`src/rtl/ata_cmd_pkg.sv`:
```
// Constants and types for the capacity-limit and block-count command block
package ata_cmd_pkg;
  // Byte offsets on the register bus
  localparam logic [7:0] OFF_COMMAND = 8'h00;
  localparam logic [7:0] OFF_DRIVE_HEAD = 8'h04;
  localparam logic [7:0] OFF_LBA_HIGH = 8'h08;
  localparam logic [7:0] OFF_LBA_MID = 8'h0C;
  localparam logic [7:0] OFF_LBA_LOW = 8'h10;
  localparam logic [7:0] OFF_COUNT = 8'h14;
  localparam logic [7:0] OFF_SUBCMD = 8'h18;
  localparam logic [7:0] OFF_STATUS = 8'h1C;
  localparam logic [7:0] OFF_MAX_LBA = 8'h20;
  localparam logic [7:0] OFF_NV_LBA = 8'h24;
  localparam logic [7:0] OFF_BLOCK = 8'h28;
  localparam logic [7:0] OFF_IRQ_STAT = 8'h2C;
  localparam logic [7:0] OFF_IRQ_MASK = 8'h30;
  // Register indices returned by the decoder
  localparam logic [3:0] IDX_COMMAND = 4'h0;
  localparam logic [3:0] IDX_DRIVE_HEAD = 4'h1;
  localparam logic [3:0] IDX_LBA_HIGH = 4'h2;
  localparam logic [3:0] IDX_LBA_MID = 4'h3;
  localparam logic [3:0] IDX_LBA_LOW = 4'h4;
  localparam logic [3:0] IDX_COUNT = 4'h5;
  localparam logic [3:0] IDX_SUBCMD = 4'h6;
  localparam logic [3:0] IDX_STATUS = 4'h7;
  localparam logic [3:0] IDX_MAX_LBA = 4'h8;
  localparam logic [3:0] IDX_NV_LBA = 4'h9;
  localparam logic [3:0] IDX_BLOCK = 4'hA;
  localparam logic [3:0] IDX_IRQ_STAT = 4'hB;
  localparam logic [3:0] IDX_IRQ_MASK = 4'hC;
  localparam logic [3:0] IDX_NONE = 4'hF;
  // Command codes
  localparam logic [7:0] CMD_SET_MAX = 8'hF9;
  localparam logic [7:0] CMD_READ_NATIVE = 8'hF8;
  localparam logic [7:0] CMD_SET_MULTI = 8'hC6;
  localparam logic [7:0] CMD_READ_SECTORS = 8'h20;
  localparam logic [7:0] CMD_WRITE_SECTORS = 8'h30;
  localparam logic [7:0] CMD_READ_MULTI = 8'hC4;
  localparam logic [7:0] CMD_WRITE_MULTI = 8'hC5;
  // Field positions
  localparam int DH_LBA_MODE_BIT = 6;
  localparam int DH_SELECT_BIT = 4;
  localparam int COUNT_PERSIST_BIT = 0;
  localparam int ST_BUSY_BIT = 0;
  localparam int ST_ERROR_BIT = 1;
  localparam int ST_ABORT_BIT = 2;
  localparam int ST_MULTI_BIT = 3;
  localparam int ST_RANGE_BIT = 4;
  localparam int IRQ_DONE_BIT = 0;
  localparam int IRQ_ABORT_BIT = 1;
  // Reset values and bus answers
  localparam logic [7:0] TF_RESET = 8'h00;
  localparam logic [27:0] LBA_RESET = 28'h0000000;
  localparam logic [1:0] IRQ_MASK_RESET = 2'h0;
  localparam logic [1:0] RESP_OKAY = 2'h0;
  localparam logic [1:0] RESP_SLVERR = 2'h2;

  typedef enum logic [1:0] {
    ST_LOAD,
    ST_IDLE,
    ST_EXEC
  } cmd_state_type;
endpackage : ata_cmd_pkg

```
`src/rtl/capacity_limit_and_block_count_cmds.sv`:
```
// Task-file command block: maximum address, native capacity and block count
//
// Local design decisions: the AXI4-Lite interface to the registers and the address map.
`timescale 1ns/1ps
`default_nettype none

// Functional notes
// - Command F9h replaces the current highest accessible block address.
// - Block address needs mode bit set; limit built from head, high, mid, low.
// - Only the device whose select bit matches acts on a command.
// - Count bit 0 set keeps limit over reset; clear reverts to non-volatile.
// - A second non-volatile limit change since reset is aborted.
// - Command F8h reports the true native highest address.
// - Command C6h takes sectors per block from the count register.
// - Block-count command raises busy, then checks the count.
// - A supported count is stored and multi-sector commands enabled.
// - An unsupported count aborts and disables multi-sector commands.
// - A zero count disables multi-sector commands without error.
// - Multi-sector commands start disabled after reset.
module capacity_limit_and_block_count_cmds #(
  parameter logic [27:0] NATIVE_MAX_LBA = 28'h3FFFFFF,
  parameter logic [7:0] MAX_BLOCK = 8'h10,
  parameter int ADDR_W = 8
) (
  input wire logic sys_clk,
  input wire logic arst_n,
  input wire logic [ADDR_W-1:0] s_axi_awaddr,
  input wire logic s_axi_awvalid,
  output logic s_axi_awready,
  input wire logic [31:0] s_axi_wdata,
  input wire logic [3:0] s_axi_wstrb,
  input wire logic s_axi_wvalid,
  output logic s_axi_wready,
  output logic [1:0] s_axi_bresp,
  output logic s_axi_bvalid,
  input wire logic s_axi_bready,
  input wire logic [ADDR_W-1:0] s_axi_araddr,
  input wire logic s_axi_arvalid,
  output logic s_axi_arready,
  output logic [31:0] s_axi_rdata,
  output logic [1:0] s_axi_rresp,
  output logic s_axi_rvalid,
  input wire logic s_axi_rready,
  input wire logic device_position,
  input wire logic [27:0] nv_limit_in,
  output logic [27:0] nv_limit_out,
  output logic nv_limit_write,
  output logic [27:0] max_lba,
  output logic [7:0] block_count,
  output logic multi_enable,
  output logic device_busy_flag,
  output logic irq
);
  typedef struct packed {
    ata_cmd_pkg::cmd_state_type state;
    logic aw_held;
    logic [ADDR_W-1:0] aw_addr;
    logic w_held;
    logic [31:0] wdata;
    logic [3:0] wstrb;
    logic bvalid;
    logic [1:0] bresp;
    logic rvalid;
    logic [31:0] rdata;
    logic [1:0] rresp;
    logic [7:0] command_code;
    logic [7:0] drive_head_select;
    logic [7:0] lba_high_byte;
    logic [7:0] lba_mid_byte;
    logic [7:0] lba_low_byte;
    logic [7:0] transfer_count_param;
    logic [7:0] subcommand_param;
    logic [27:0] max_lba;
    logic [27:0] nv_lba;
    logic nv_set_seen;
    logic nv_write;
    logic [7:0] block_count;
    logic multi_en;
    logic err;
    logic abrt;
    logic range_err;
    logic [1:0] irq_stat;
    logic [1:0] irq_mask;
  } regs_type;

  regs_type s;
  regs_type n;

  function automatic logic [3:0] reg_index(input logic [ADDR_W-1:0] a);
    logic [7:0] b;
    b = 8'(a);
    case (b)
      ata_cmd_pkg::OFF_COMMAND: reg_index = ata_cmd_pkg::IDX_COMMAND;
      ata_cmd_pkg::OFF_DRIVE_HEAD: reg_index = ata_cmd_pkg::IDX_DRIVE_HEAD;
      ata_cmd_pkg::OFF_LBA_HIGH: reg_index = ata_cmd_pkg::IDX_LBA_HIGH;
      ata_cmd_pkg::OFF_LBA_MID: reg_index = ata_cmd_pkg::IDX_LBA_MID;
      ata_cmd_pkg::OFF_LBA_LOW: reg_index = ata_cmd_pkg::IDX_LBA_LOW;
      ata_cmd_pkg::OFF_COUNT: reg_index = ata_cmd_pkg::IDX_COUNT;
      ata_cmd_pkg::OFF_SUBCMD: reg_index = ata_cmd_pkg::IDX_SUBCMD;
      ata_cmd_pkg::OFF_STATUS: reg_index = ata_cmd_pkg::IDX_STATUS;
      ata_cmd_pkg::OFF_MAX_LBA: reg_index = ata_cmd_pkg::IDX_MAX_LBA;
      ata_cmd_pkg::OFF_NV_LBA: reg_index = ata_cmd_pkg::IDX_NV_LBA;
      ata_cmd_pkg::OFF_BLOCK: reg_index = ata_cmd_pkg::IDX_BLOCK;
      ata_cmd_pkg::OFF_IRQ_STAT: reg_index = ata_cmd_pkg::IDX_IRQ_STAT;
      ata_cmd_pkg::OFF_IRQ_MASK: reg_index = ata_cmd_pkg::IDX_IRQ_MASK;
      default: reg_index = ata_cmd_pkg::IDX_NONE;
    endcase
  endfunction : reg_index

  // Supported block counts: powers of two up to MAX_BLOCK
  function automatic logic count_ok(input logic [7:0] c);
    count_ok = (c != 8'h00) && ((c & (c - 8'h01)) == 8'h00) && (c <= MAX_BLOCK);
  endfunction : count_ok

  // Address formed from the task file
  function automatic logic [27:0] tf_lba(input regs_type r);
    tf_lba = {r.drive_head_select[3:0], r.lba_high_byte, r.lba_mid_byte, r.lba_low_byte};
  endfunction : tf_lba

  logic [27:0] cur_lba;
  logic [3:0] wr_idx;
  logic [3:0] rd_idx;
  logic do_write;
  logic [7:0] wbyte;
  logic [1:0] irq_set;
  logic [1:0] irq_clr;
  logic persist;

  assign cur_lba = tf_lba(s);
  assign persist = s.transfer_count_param[ata_cmd_pkg::COUNT_PERSIST_BIT];
  assign wr_idx = reg_index(s.aw_addr);
  assign rd_idx = reg_index(s_axi_araddr);
  assign do_write = s.aw_held && s.w_held && !s.bvalid;
  assign wbyte = s.wdata[7:0];

  always_comb begin
    n = s;
    n.nv_write = 1'b0;
    irq_set = 2'h0;
    irq_clr = 2'h0;
    // Command execution uses the registered task file
    case (s.state)
      ata_cmd_pkg::ST_LOAD: begin
        n.max_lba = nv_limit_in;
        n.nv_lba = nv_limit_in;
        n.state = ata_cmd_pkg::ST_IDLE;
      end
      ata_cmd_pkg::ST_IDLE: begin
      end
      ata_cmd_pkg::ST_EXEC: begin
        n.state = ata_cmd_pkg::ST_IDLE;
        n.abrt = 1'b0;
        n.range_err = 1'b0;
        case (s.command_code)
          ata_cmd_pkg::CMD_SET_MAX: begin
            if (!s.drive_head_select[ata_cmd_pkg::DH_LBA_MODE_BIT]
                || cur_lba > NATIVE_MAX_LBA) begin
              n.abrt = 1'b1;
            end else if (persist && s.nv_set_seen) begin
              n.abrt = 1'b1;
            end else begin
              n.max_lba = cur_lba;
              if (persist) begin
                n.nv_lba = cur_lba;
                n.nv_set_seen = 1'b1;
                n.nv_write = 1'b1;
              end
            end
          end
          ata_cmd_pkg::CMD_READ_NATIVE: begin
            n.drive_head_select[3:0] = NATIVE_MAX_LBA[27:24];
            n.lba_high_byte = NATIVE_MAX_LBA[23:16];
            n.lba_mid_byte = NATIVE_MAX_LBA[15:8];
            n.lba_low_byte = NATIVE_MAX_LBA[7:0];
          end
          ata_cmd_pkg::CMD_SET_MULTI: begin
            if (s.transfer_count_param == 8'h00) begin
              n.multi_en = 1'b0;
            end else if (count_ok(s.transfer_count_param)) begin
              n.block_count = s.transfer_count_param;
              n.multi_en = 1'b1;
            end else begin
              n.abrt = 1'b1;
              n.multi_en = 1'b0;
            end
          end
          ata_cmd_pkg::CMD_READ_SECTORS, ata_cmd_pkg::CMD_WRITE_SECTORS,
          ata_cmd_pkg::CMD_READ_MULTI, ata_cmd_pkg::CMD_WRITE_MULTI: begin
            if (cur_lba > s.max_lba) begin
              n.abrt = 1'b1;
              n.range_err = 1'b1;
            end else if ((s.command_code == ata_cmd_pkg::CMD_READ_MULTI
                || s.command_code == ata_cmd_pkg::CMD_WRITE_MULTI) && !s.multi_en) begin
              n.abrt = 1'b1;
            end
          end
          default: n.abrt = 1'b1;
        endcase
        n.err = n.abrt;
        irq_set[ata_cmd_pkg::IRQ_DONE_BIT] = 1'b1;
        irq_set[ata_cmd_pkg::IRQ_ABORT_BIT] = n.abrt;
      end
      default: n.state = ata_cmd_pkg::ST_IDLE;
    endcase

    // Write channel: address and data taken in either order
    if (!s.aw_held && s_axi_awvalid) begin
      n.aw_held = 1'b1;
      n.aw_addr = s_axi_awaddr;
    end
    if (!s.w_held && s_axi_wvalid) begin
      n.w_held = 1'b1;
      n.wdata = s_axi_wdata;
      n.wstrb = s_axi_wstrb;
    end
    if (s.bvalid && s_axi_bready) begin
      n.bvalid = 1'b0;
    end
    if (do_write) begin
      n.aw_held = 1'b0;
      n.w_held = 1'b0;
      n.bvalid = 1'b1;
      n.bresp = (wr_idx == ata_cmd_pkg::IDX_NONE) ? ata_cmd_pkg::RESP_SLVERR
                                                  : ata_cmd_pkg::RESP_OKAY;
      // Task file is frozen while busy, as a drive ignores writes then
      if (s.wstrb[0] && s.state == ata_cmd_pkg::ST_IDLE) begin
        case (wr_idx)
          ata_cmd_pkg::IDX_COMMAND: begin
            n.command_code = wbyte;
            if (s.drive_head_select[ata_cmd_pkg::DH_SELECT_BIT] == device_position) begin
              n.state = ata_cmd_pkg::ST_EXEC;
            end
          end
          ata_cmd_pkg::IDX_DRIVE_HEAD: n.drive_head_select = wbyte;
          ata_cmd_pkg::IDX_LBA_HIGH: n.lba_high_byte = wbyte;
          ata_cmd_pkg::IDX_LBA_MID: n.lba_mid_byte = wbyte;
          ata_cmd_pkg::IDX_LBA_LOW: n.lba_low_byte = wbyte;
          ata_cmd_pkg::IDX_COUNT: n.transfer_count_param = wbyte;
          ata_cmd_pkg::IDX_SUBCMD: n.subcommand_param = wbyte;
          default: begin
          end
        endcase
      end
      if (s.wstrb[0] && wr_idx == ata_cmd_pkg::IDX_IRQ_MASK) begin
        n.irq_mask = wbyte[1:0];
      end
    end

    // Read channel; the interrupt status clears on read
    if (s.rvalid && s_axi_rready) begin
      n.rvalid = 1'b0;
    end
    if (!s.rvalid && s_axi_arvalid) begin
      n.rvalid = 1'b1;
      n.rresp = ata_cmd_pkg::RESP_OKAY;
      n.rdata = 32'h0000_0000;
      case (rd_idx)
        ata_cmd_pkg::IDX_DRIVE_HEAD: n.rdata[7:0] = s.drive_head_select;
        ata_cmd_pkg::IDX_LBA_HIGH: n.rdata[7:0] = s.lba_high_byte;
        ata_cmd_pkg::IDX_LBA_MID: n.rdata[7:0] = s.lba_mid_byte;
        ata_cmd_pkg::IDX_LBA_LOW: n.rdata[7:0] = s.lba_low_byte;
        ata_cmd_pkg::IDX_COUNT: n.rdata[7:0] = s.transfer_count_param;
        ata_cmd_pkg::IDX_STATUS: begin
          n.rdata[ata_cmd_pkg::ST_BUSY_BIT] = (s.state != ata_cmd_pkg::ST_IDLE);
          n.rdata[ata_cmd_pkg::ST_ERROR_BIT] = s.err;
          n.rdata[ata_cmd_pkg::ST_ABORT_BIT] = s.abrt;
          n.rdata[ata_cmd_pkg::ST_MULTI_BIT] = s.multi_en;
          n.rdata[ata_cmd_pkg::ST_RANGE_BIT] = s.range_err;
        end
        ata_cmd_pkg::IDX_MAX_LBA: n.rdata[27:0] = s.max_lba;
        ata_cmd_pkg::IDX_NV_LBA: n.rdata[27:0] = s.nv_lba;
        ata_cmd_pkg::IDX_BLOCK: n.rdata[7:0] = s.block_count;
        ata_cmd_pkg::IDX_IRQ_STAT: begin
          n.rdata[1:0] = s.irq_stat;
          irq_clr = s.irq_stat;
        end
        ata_cmd_pkg::IDX_IRQ_MASK: n.rdata[1:0] = s.irq_mask;
        ata_cmd_pkg::IDX_COMMAND, ata_cmd_pkg::IDX_SUBCMD: begin
        end
        default: n.rresp = ata_cmd_pkg::RESP_SLVERR;
      endcase
    end
    // A new event outlasts a read that clears in the same cycle
    n.irq_stat = (s.irq_stat & ~irq_clr) | irq_set;
  end

  always_ff @(posedge sys_clk or negedge arst_n) begin
    if (!arst_n) begin
      s <= '0;
      s.state <= ata_cmd_pkg::ST_LOAD;
      s.max_lba <= ata_cmd_pkg::LBA_RESET;
      s.nv_lba <= ata_cmd_pkg::LBA_RESET;
      s.multi_en <= 1'b0;
      s.nv_set_seen <= 1'b0;
      s.irq_mask <= ata_cmd_pkg::IRQ_MASK_RESET;
      s.drive_head_select <= ata_cmd_pkg::TF_RESET;
    end else begin
      s <= n;
    end
  end

  assign s_axi_awready = !s.aw_held;
  assign s_axi_wready = !s.w_held;
  assign s_axi_bvalid = s.bvalid;
  assign s_axi_bresp = s.bresp;
  assign s_axi_arready = !s.rvalid;
  assign s_axi_rvalid = s.rvalid;
  assign s_axi_rdata = s.rdata;
  assign s_axi_rresp = s.rresp;
  assign nv_limit_out = s.nv_lba;
  assign nv_limit_write = s.nv_write;
  assign max_lba = s.max_lba;
  assign block_count = s.block_count;
  assign multi_enable = s.multi_en;
  assign device_busy_flag = (s.state != ata_cmd_pkg::ST_IDLE);
  assign irq = |(s.irq_stat & s.irq_mask);

  logic exec;
  assign exec = (s.state == ata_cmd_pkg::ST_EXEC);
endmodule : capacity_limit_and_block_count_cmds

`default_nettype wire

```
`config.mk`:
```
export PLATFORM = sky130hd
export DESIGN_NAME = capacity_limit_and_block_count_cmds
export DESIGN_NICKNAME = d
export VERILOG_FILES = /design/src/rtl/ata_cmd_pkg.sv /design/src/rtl/capacity_limit_and_block_count_cmds.sv
export SDC_FILE = /design/constraint.sdc
export NUM_CORES = 1
export LEC_CHECK = 0
export BUFFER_PORTS_ARGS = -buffer_cell sky130_fd_sc_hd__buf_2
export CAP_MARGIN = 20
export CORE_MARGIN = 8
export CORE_UTILIZATION = 45
export CTS_CLUSTER_SIZE = 16
export DETAILED_ROUTE_END_ITERATION = 10
export GPL_TIMING_DRIVEN = 0
export HOLD_SLACK_MARGIN = 0.05
export PLACE_DENSITY = 0.68
export SETUP_SLACK_MARGIN = 0.2
export SLEW_MARGIN = 20
export SYNTH_ARGS = -nofsm -noshare
export SYNTH_HDL_FRONTEND = slang
export SYNTH_SLANG_ARGS = --single-unit
```
`constraint.sdc`:
```
create_clock -name sys_clk -period 2.96 [get_ports sys_clk]
set_input_delay 0.148 -clock sys_clk [delete_from_list [all_inputs] [get_ports sys_clk]]
set_output_delay 0.148 -clock sys_clk [all_outputs]
set_load 0.02 [all_outputs]
```
==> results of run 1 <==
[worst max path at each step]
stage | from | end | slack [ps]
finish | cur_lba[27] | nv_limit_out[6] | 440
global placement | arst_n | s_axi_bresp[1] | -1080
detailed placement | s[215] | s[5] | 400
CTS | s[215] | s[5] | 330
global route | cur_lba[27] | nv_limit_out[15] | 220
floorplan | s[212] | s[120] | 700
[critical path: cells and delay by family (launching register included)]
family          cells  cell delay (ps)
simple gates        3              970
flops               1              440
buf+inv             2              700
compound gates      2              320
[metal layers]
metal | track usage [%] | up-vias | part of all wire [%]
met5 | 0 | - | 0
met4 | 7.29 | 0 | 2.1
met3 | 5.03 | 46 | 8.3
met2 | 37.6 | 389 | 46
met1 | 32.9 | 4346 | 44
li1 | - | 4140 | -
[final cells by class]
class                   instances  area share (%)
clock buffers                  18            3.59
multi-input cells             676            36.3
flip-flops and latches        174            35.6
inverters                      38            1.16
clock inverters                14            1.47
diodes                          2          0.0409
well taps                     280            2.86
repair buffers                211            10.9
plain buffers                 163            8.21
[sequential cells by signal, summed over array words and instances, names as in the netlist]
| name | count |
|---|---|
| block_count | 8 |
| cur_lba | 28 |
| max_lba | 28 |
| multi_enable | 1 |
| nv_limit_out | 28 |
| nv_limit_write | 1 |
| persist | 1 |
| s | 47 |
| s_axi_bresp | 1 |
| s_axi_bvalid | 1 |
| s_axi_rdata | 28 |
| s_axi_rresp | 1 |
| s_axi_rvalid | 1 |
[synth_stat cells (all sizes together), types with 3 or more instances]
master / count / share of area, %
nand2: 87 / 3.3
o2bb2ai: 14 / 1.2
o211ai: 4 / 0.30
nor2: 77 / 2.9
and3: 9 / 0.57
a211oi: 3 / 0.23
dfrtp: 174 / 44
ha: 28 / 3.5
clkbuf: 52 / 2.0
buf: 111 / 8.2
or2: 4 / 0.25
nor2b: 27 / 1.7
o22ai: 59 / 3.7
o21ai: 59 / 3.0
a221oi: 21 / 1.9
nand3: 24 / 1.2
mux2i: 23 / 2.3
nand2b: 9 / 0.57
a22o: 11 / 0.97
nor3: 12 / 0.83
o21a: 3 / 0.23
a31oi: 31 / 2.0
nand4: 5 / 0.32
nor3b: 5 / 0.38
a21oi: 45 / 2.3
nor4: 6 / 0.53
and4: 5 / 0.44
mux2: 49 / 5.6
and2: 6 / 0.38
inv: 38 / 1.4
a21o: 7 / 0.53
nand4b: 3 / 0.27
or4: 3 / 0.30
a2bb2oi: 3 / 0.27
[per-stage QoR]
stage / hold slack, ps / TNS [ps]
after detailed placement: 191 / 0
after CTS: 87.0 / 0
after floorplan: -148 / 0
final: 92.9 / 0
after global routing: 103 / 0
after global placement: 327 / -185150
[cell usage in the layout, fill, tap and decap left out, types with 6 or more instances in the layout]
cell type and instances:
mux2i_1 23, buf_4 101, nor2b_1 27, clkbuf_16 17, a221oi_1 21, conb_1 6, nand3_1 24, o21ai_0 58
a31oi_1 31, nor3_1 9, o2bb2ai_1 14, nand2b_1 9, clkbuf_1 51, ha_1 28, a21oi_1 45, nor2_1 76
a21o_1 7, a22o_1 11, dlygate4sd3_1 48, mux2_2 49, o22ai_1 59, and2_1 6, and3_1 9, buf_2 166
inv_1 38, nand2_1 86, dfrtp_1 174
[cell families (layout without fill, tap and decap cells)]
logic type | after synthesis | count (layout) | share of synthesized area, %
XOR/XNOR | 2 | 2 | 0.177
flip-flops | 174 | 174 | 43.9
AO/OA/AOI/OAI | 275 | 275 | 17.9
other | 1 | 8 | 0.0378
multiplexers | 72 | 72 | 7.89
AND/OR/NAND/NOR | 292 | 292 | 14.8
adder cells (fa/ha/maj) | 29 | 29 | 3.64
buffers and inverters | 201 | 444 | 11.6
[power groups by stage]
stage / clock network, µW / registers (µW) / logic (µW)
floorplan: 0 / 2940 / 839
global placement: 0 / 3160 / 1140
detailed placement: 0 / 3170 / 1170
CTS: 2420 / 3130 / 1230
global route: 2530 / 3170 / 1350
finish: 2400 / 3130 / 1220
[repair_timing]
| action | 4_1_cts | 5_1_grt |
|---|---|---|
| setup endpoints to repair | 0 | 3 |
| gates resized for setup | 0 | 3 |
| hold buffers | 48 | 0 |
| hold endpoints to repair | 145 | 0 |
| buffers inserted | 0 | 0 |
==> flow_metrics.py, run 1 <==
metrics = {
    "die": {
        "ios": 197,
        "dieArea_mm2": 0.0270,
        "fp-row-count": 54,
        "chipWidth_um": 164,
        "start_util_pct": 45.6,
        "die-height_um": 164,
        "core_mm2": 0.0218,
    },
    "grt": {
        "first_global_vias": 8668,
        "antenna_found_initial": 2,
        "overflow": 0,
        "grt_pass1_wl_um": 49800,
        "grt_max_degree": 89,
        "grtUsageTotal_pct": 24.0,
    },
    "pwr": {
        "peakVddDrop_mv": 0.381,
        "leakage_uw": 0.00588,
        "seqPwrFrac_pct": 46.4,
        "combPwrFrac_pct": 18.0,
        "p_int_uw": 4620,
        "switching_share_pct": 31.6,
        "powerDensity_mw_per_mm2": 551,
        "finalPower_uw": 6750,
        "clockPowerShare_pct": 35.6,
        "p_switching_uw": 2130,
    },
    "worst_setup_path": {
        "reg2reg_to": "nv_limit_out[6]",
        "crit_path_max_incr_delay_ps": 470,
        "rr_startpoint": "cur_lba[27]",
        "critPathSlowestCell": "clkbuf_1",
        "crit_required_ps": 3320,
        "rrSetupSlack_ps": 440,
        "crit_type": "reg -> reg",
        "critPathLaunchType": "register",
        "crit_arrival_ps": 2880,
        "cp-end-kind": "register",
        "path_max_fanout": 10,
        "r2r_cells": 7,
        "crit_chain": "or3b_1 > nor3b_1 > and2_1 > buf_2 > clkbuf_1 > o22ai_1 > a21oi_1",
    },
    "layout": {
        "final_net_count": 1397,
        "fillCellCount": 1958,
        "stdcell_count": 1576,
        "utilization_pct": 56.3,
        "multi_input_area_mm2": 0.00444,
        "layout-drive-gt1-share_pct": 28.2,
        "final_area_mm2": 0.0122,
        "area_growth_pct": 23.6,
        "ff_latch_area_mm2": 0.00435,
    },
    "route": {
        "routed_wl_um": 32400,
        "drt-pass1-iter-count": 5,
        "drtIter0Drc": 815,
        "vias": 8921,
        "ant_nets": 0,
        "drc": 0,
        "viasPerCell": 5.66,
        "wl_per_cell_um": 20.5,
    },
    "cts": {
        "clock_latency_ps": 440,
        "tritoncts": "yes",
        "cts_buffers": 17,
        "clock-sinks": 174,
        "cts_root_buffer": "clkbuf_16",
        "cts.path.max_buffers": 2,
        "clkSlewWorstSetupHoldPaths_ps": 70,
        "htreeDepth": 4,
    },
    "yosys": {
        "synth_seq_cells": 174,
        "ys_seq_area_share_pct": 43.9,
        "synth_edf_count": 0,
        "ys_warn_count": 0,
        "synthFlopType": "dfrtp_1",
        "ys_async_sr_fraction_pct": 100,
        "syn-instance-count": 1046,
        "ys_types": 66,
        "synth_area_mm2": 0.00991,
        "avgSynthCellArea_um2": 9.47,
    },
    "timing": {
        "finalSetupViolations": 0,
        "finClkSkew_ps": 9.69,
        "drv_slew": 0,
        "fin_crit_ps": 2520,
        "tightest_slew_ps": 1090,
        "grt_setup_unrepaired": "false",
        "finalHoldViolCount": 0,
        "setup_ws_ps": 443,
        "period_share_pct": 85.0,
        "max_freq_mhz": 397,
        "slew_headroom_pct": 26.5,
    },
    "run": {
        "cap_viol_max_count": 0,
    },
    "min_path": {
        "hold_path.class": "in -> reg",
        "hold_start": "device_position",
        "hold_path_end": "s[215]",
        "hold_depth": 3,
    },
    "placement": {
        "place_inst": 1494,
        "placed_area_mm2": 0.0111,
        "place_ws_ps": 400,
        "io_buffers": 162,
        "gp_congestion": 0.921,
        "dp_hpwl_um": 24000,
    },
    "status": {
        "outcome": "complete, no violations",
    },
}
Note: power is estimated with default switching activity, not from simulation.
==> inputs of run 2 (changes only) <==
- PLACE_DENSITY: 0.68 -> not set
- PLACE_DENSITY_LB_ADDON: not set -> 0.25
==> run 2 against run 1 <==
Against the previous run: clock power down 3%; wire length up 0.39%; final cell count unchanged; largest cell class unchanged; utilization down 0.11 points.
==> flow_metrics.py, run 2 (synthesis results as in run 1) <==
metrics = {
    "timing": {
        "drv_slew": 0,
        "tightest_slew_ps": 781,
        "period_share_pct": 88.4,
        "finClkSkew_ps": 10.7,
        "finalHoldViolCount": 0,
        "finalSetupTns_ps": 0,
        "grt_setup_unrepaired": "false",
        "finalSetupViolations": 0,
        "slew_headroom_pct": 47.5,
        "max_freq_mhz": 382,
        "whs_ps": 105,
        "fin_crit_ps": 2620,
    },
    "route": {
        "viasPerCell": 5.70,
        "vias": 8991,
        "ant_nets": 0,
        "drt-pass1-iter-count": 5,
        "routed_wl_um": 32500,
        "wl_per_cell_um": 20.6,
        "drc": 0,
        "drtIter0Drc": 750,
    },
    "status": {
        "outcome": "complete, no violations",
    },
    "run": {
        "cap_viol_max_count": 0,
    },
    "worst_setup_path": {
        "reg2reg_to": "nv_limit_out[6]",
        "cp-end-kind": "register",
        "crit_arrival_ps": 2970,
        "crit_required_ps": 3310,
        "path_max_fanout": 10,
        "critPathLaunchType": "register",
        "rrSetupSlack_ps": 340,
        "crit_type": "reg -> reg",
        "rr_startpoint": "cur_lba[27]",
        "r2r_cells": 7,
    },
    "cts": {
        "cts_root_buffer": "clkbuf_16",
        "post-cts-setup-buffer-count": 0,
        "htreeDepth": 4,
        "clock-sinks": 174,
        "cts_resized": 0,
        "cts_buffers": 17,
        "hold_buffers": 48,
        "clkSlewWorstSetupHoldPaths_ps": 70,
        "clock_latency_ps": 440,
        "tritoncts": "yes",
        "cts.path.max_buffers": 2,
    },
    "grt": {
        "antenna_found_initial": 1,
        "overflow": 0,
        "first_global_vias": 8688,
        "grt_max_degree": 91,
        "grt_pass1_wl_um": 49900,
        "grtUsageTotal_pct": 23.9,
    },
    "pwr": {
        "seqPwrFrac_pct": 47.0,
        "powerDensity_mw_per_mm2": 546,
        "p_int_uw": 4530,
        "clockPowerShare_pct": 34.8,
        "combPwrFrac_pct": 18.3,
        "leakage_uw": 0.00586,
        "switching_share_pct": 32.0,
        "p_switching_uw": 2140,
        "peakVddDrop_mv": 0.421,
    },
    "layout": {
        "layout_commonest_cell": "dfrtp_1",
        "regMostFlops": "s",
        "final_net_count": 1397,
        "utilization_pct": 56.2,
        "largest_register_ffs": 47,
        "final_area_mm2": 0.0122,
        "layout-drive-gt1-share_pct": 28.1,
        "area_growth_pct": 23.3,
        "final_cell_mix": "174 x dfrtp_1, 166 x buf_2, 101 x buf_4",
    },
    "die": {
        "core_mm2": 0.0218,
        "chipWidth_um": 164,
        "start_util_pct": 45.6,
        "die-height_um": 164,
        "fp-row-count": 54,
        "ios": 197,
        "dieArea_mm2": 0.0270,
    },
    "min_path": {
        "hold_path_end": "s[215]",
        "hold_depth": 3,
        "hold_path.class": "in -> reg",
        "hold_start": "device_position",
    },
    "placement": {
        "placed_area_mm2": 0.0111,
        "io_buffers": 162,
        "gp_congestion": 0.921,
        "dp_hpwl_um": 23900,
    },
}
run 2: cell count changes in the layout (fill, tap and decap cells not counted), sizes merged:
cell	change
clkinv	+1
clkbuf	+1
bufinv	-1
inv	-1
run 2: how the worst max path moves through the flow:
stage,from,endpoint,slack [ps],depth (start not counted)
floorplan,s[212],s[120],700,5
global placement,arst_n,s_axi_rdata[11],-1100,1
CTS,s[215],s[5],430,6
finish,cur_lba[27],nv_limit_out[6],340,7
detailed placement,s_axi_araddr[2],s_axi_rdata[3],400,7
global route,s[215],s[4],250,6
run 2: critical path, stage by stage, from the launching register on:
cell and delay (ps):
dfrtp_1 440, or3b_1 450, nor3b_1 360, and2_1 170
buf_2 230, clkbuf_1 480, o22ai_1 150, a21oi_1 230
run 2: cell type report:
type / instances / area (µm²)
repair buffers: 211 / 1330
well taps: 280 / 350
inverters: 38 / 143
clock inverters: 13 / 153
multi-input cells: 676 / 4440
clock buffers: 19 / 443
diodes: 2 / 5.00
flip-flops and latches: 174 / 4350
plain buffers: 163 / 1000
fillers: 1960 / 9540
run 2: stage by stage:
step	instances	power [µW]	worst slack (ps)
global placement	1493	4300	-1100
detailed placement	1494	4340	395
global route	1575	6960	247
finish	1576	6670	343
CTS	1574	6700	425
floorplan	1051	3770	696
run 2: power by group through the flow:
| stage | sequential, µW | clock [µW] | combinational [µW] |
|---|---|---|---|
| 2_1_floorplan | 2940 | 0 | 839 |
| 3_3_place_gp | 3160 | 0 | 1140 |
| 3_5_place_dp | 3170 | 0 | 1180 |
| 4_1_cts | 3120 | 2350 | 1230 |
| 5_1_grt | 3170 | 2440 | 1350 |
| 6_report | 3130 | 2320 | 1220 |
run 2: per-layer routing:
layer  wire (µm)  part of all wire (%)  vias to the layer above  global-route usage (%)
li1            -                     -                     4151                       -
met1       14300                    44                     4418                    33.6
met2       14900                    46                      379                    37.0
met3        2680                   8.2                       43                    4.16
met4         625                   1.9                        0                    7.49
met5           0                     0                        -                       0
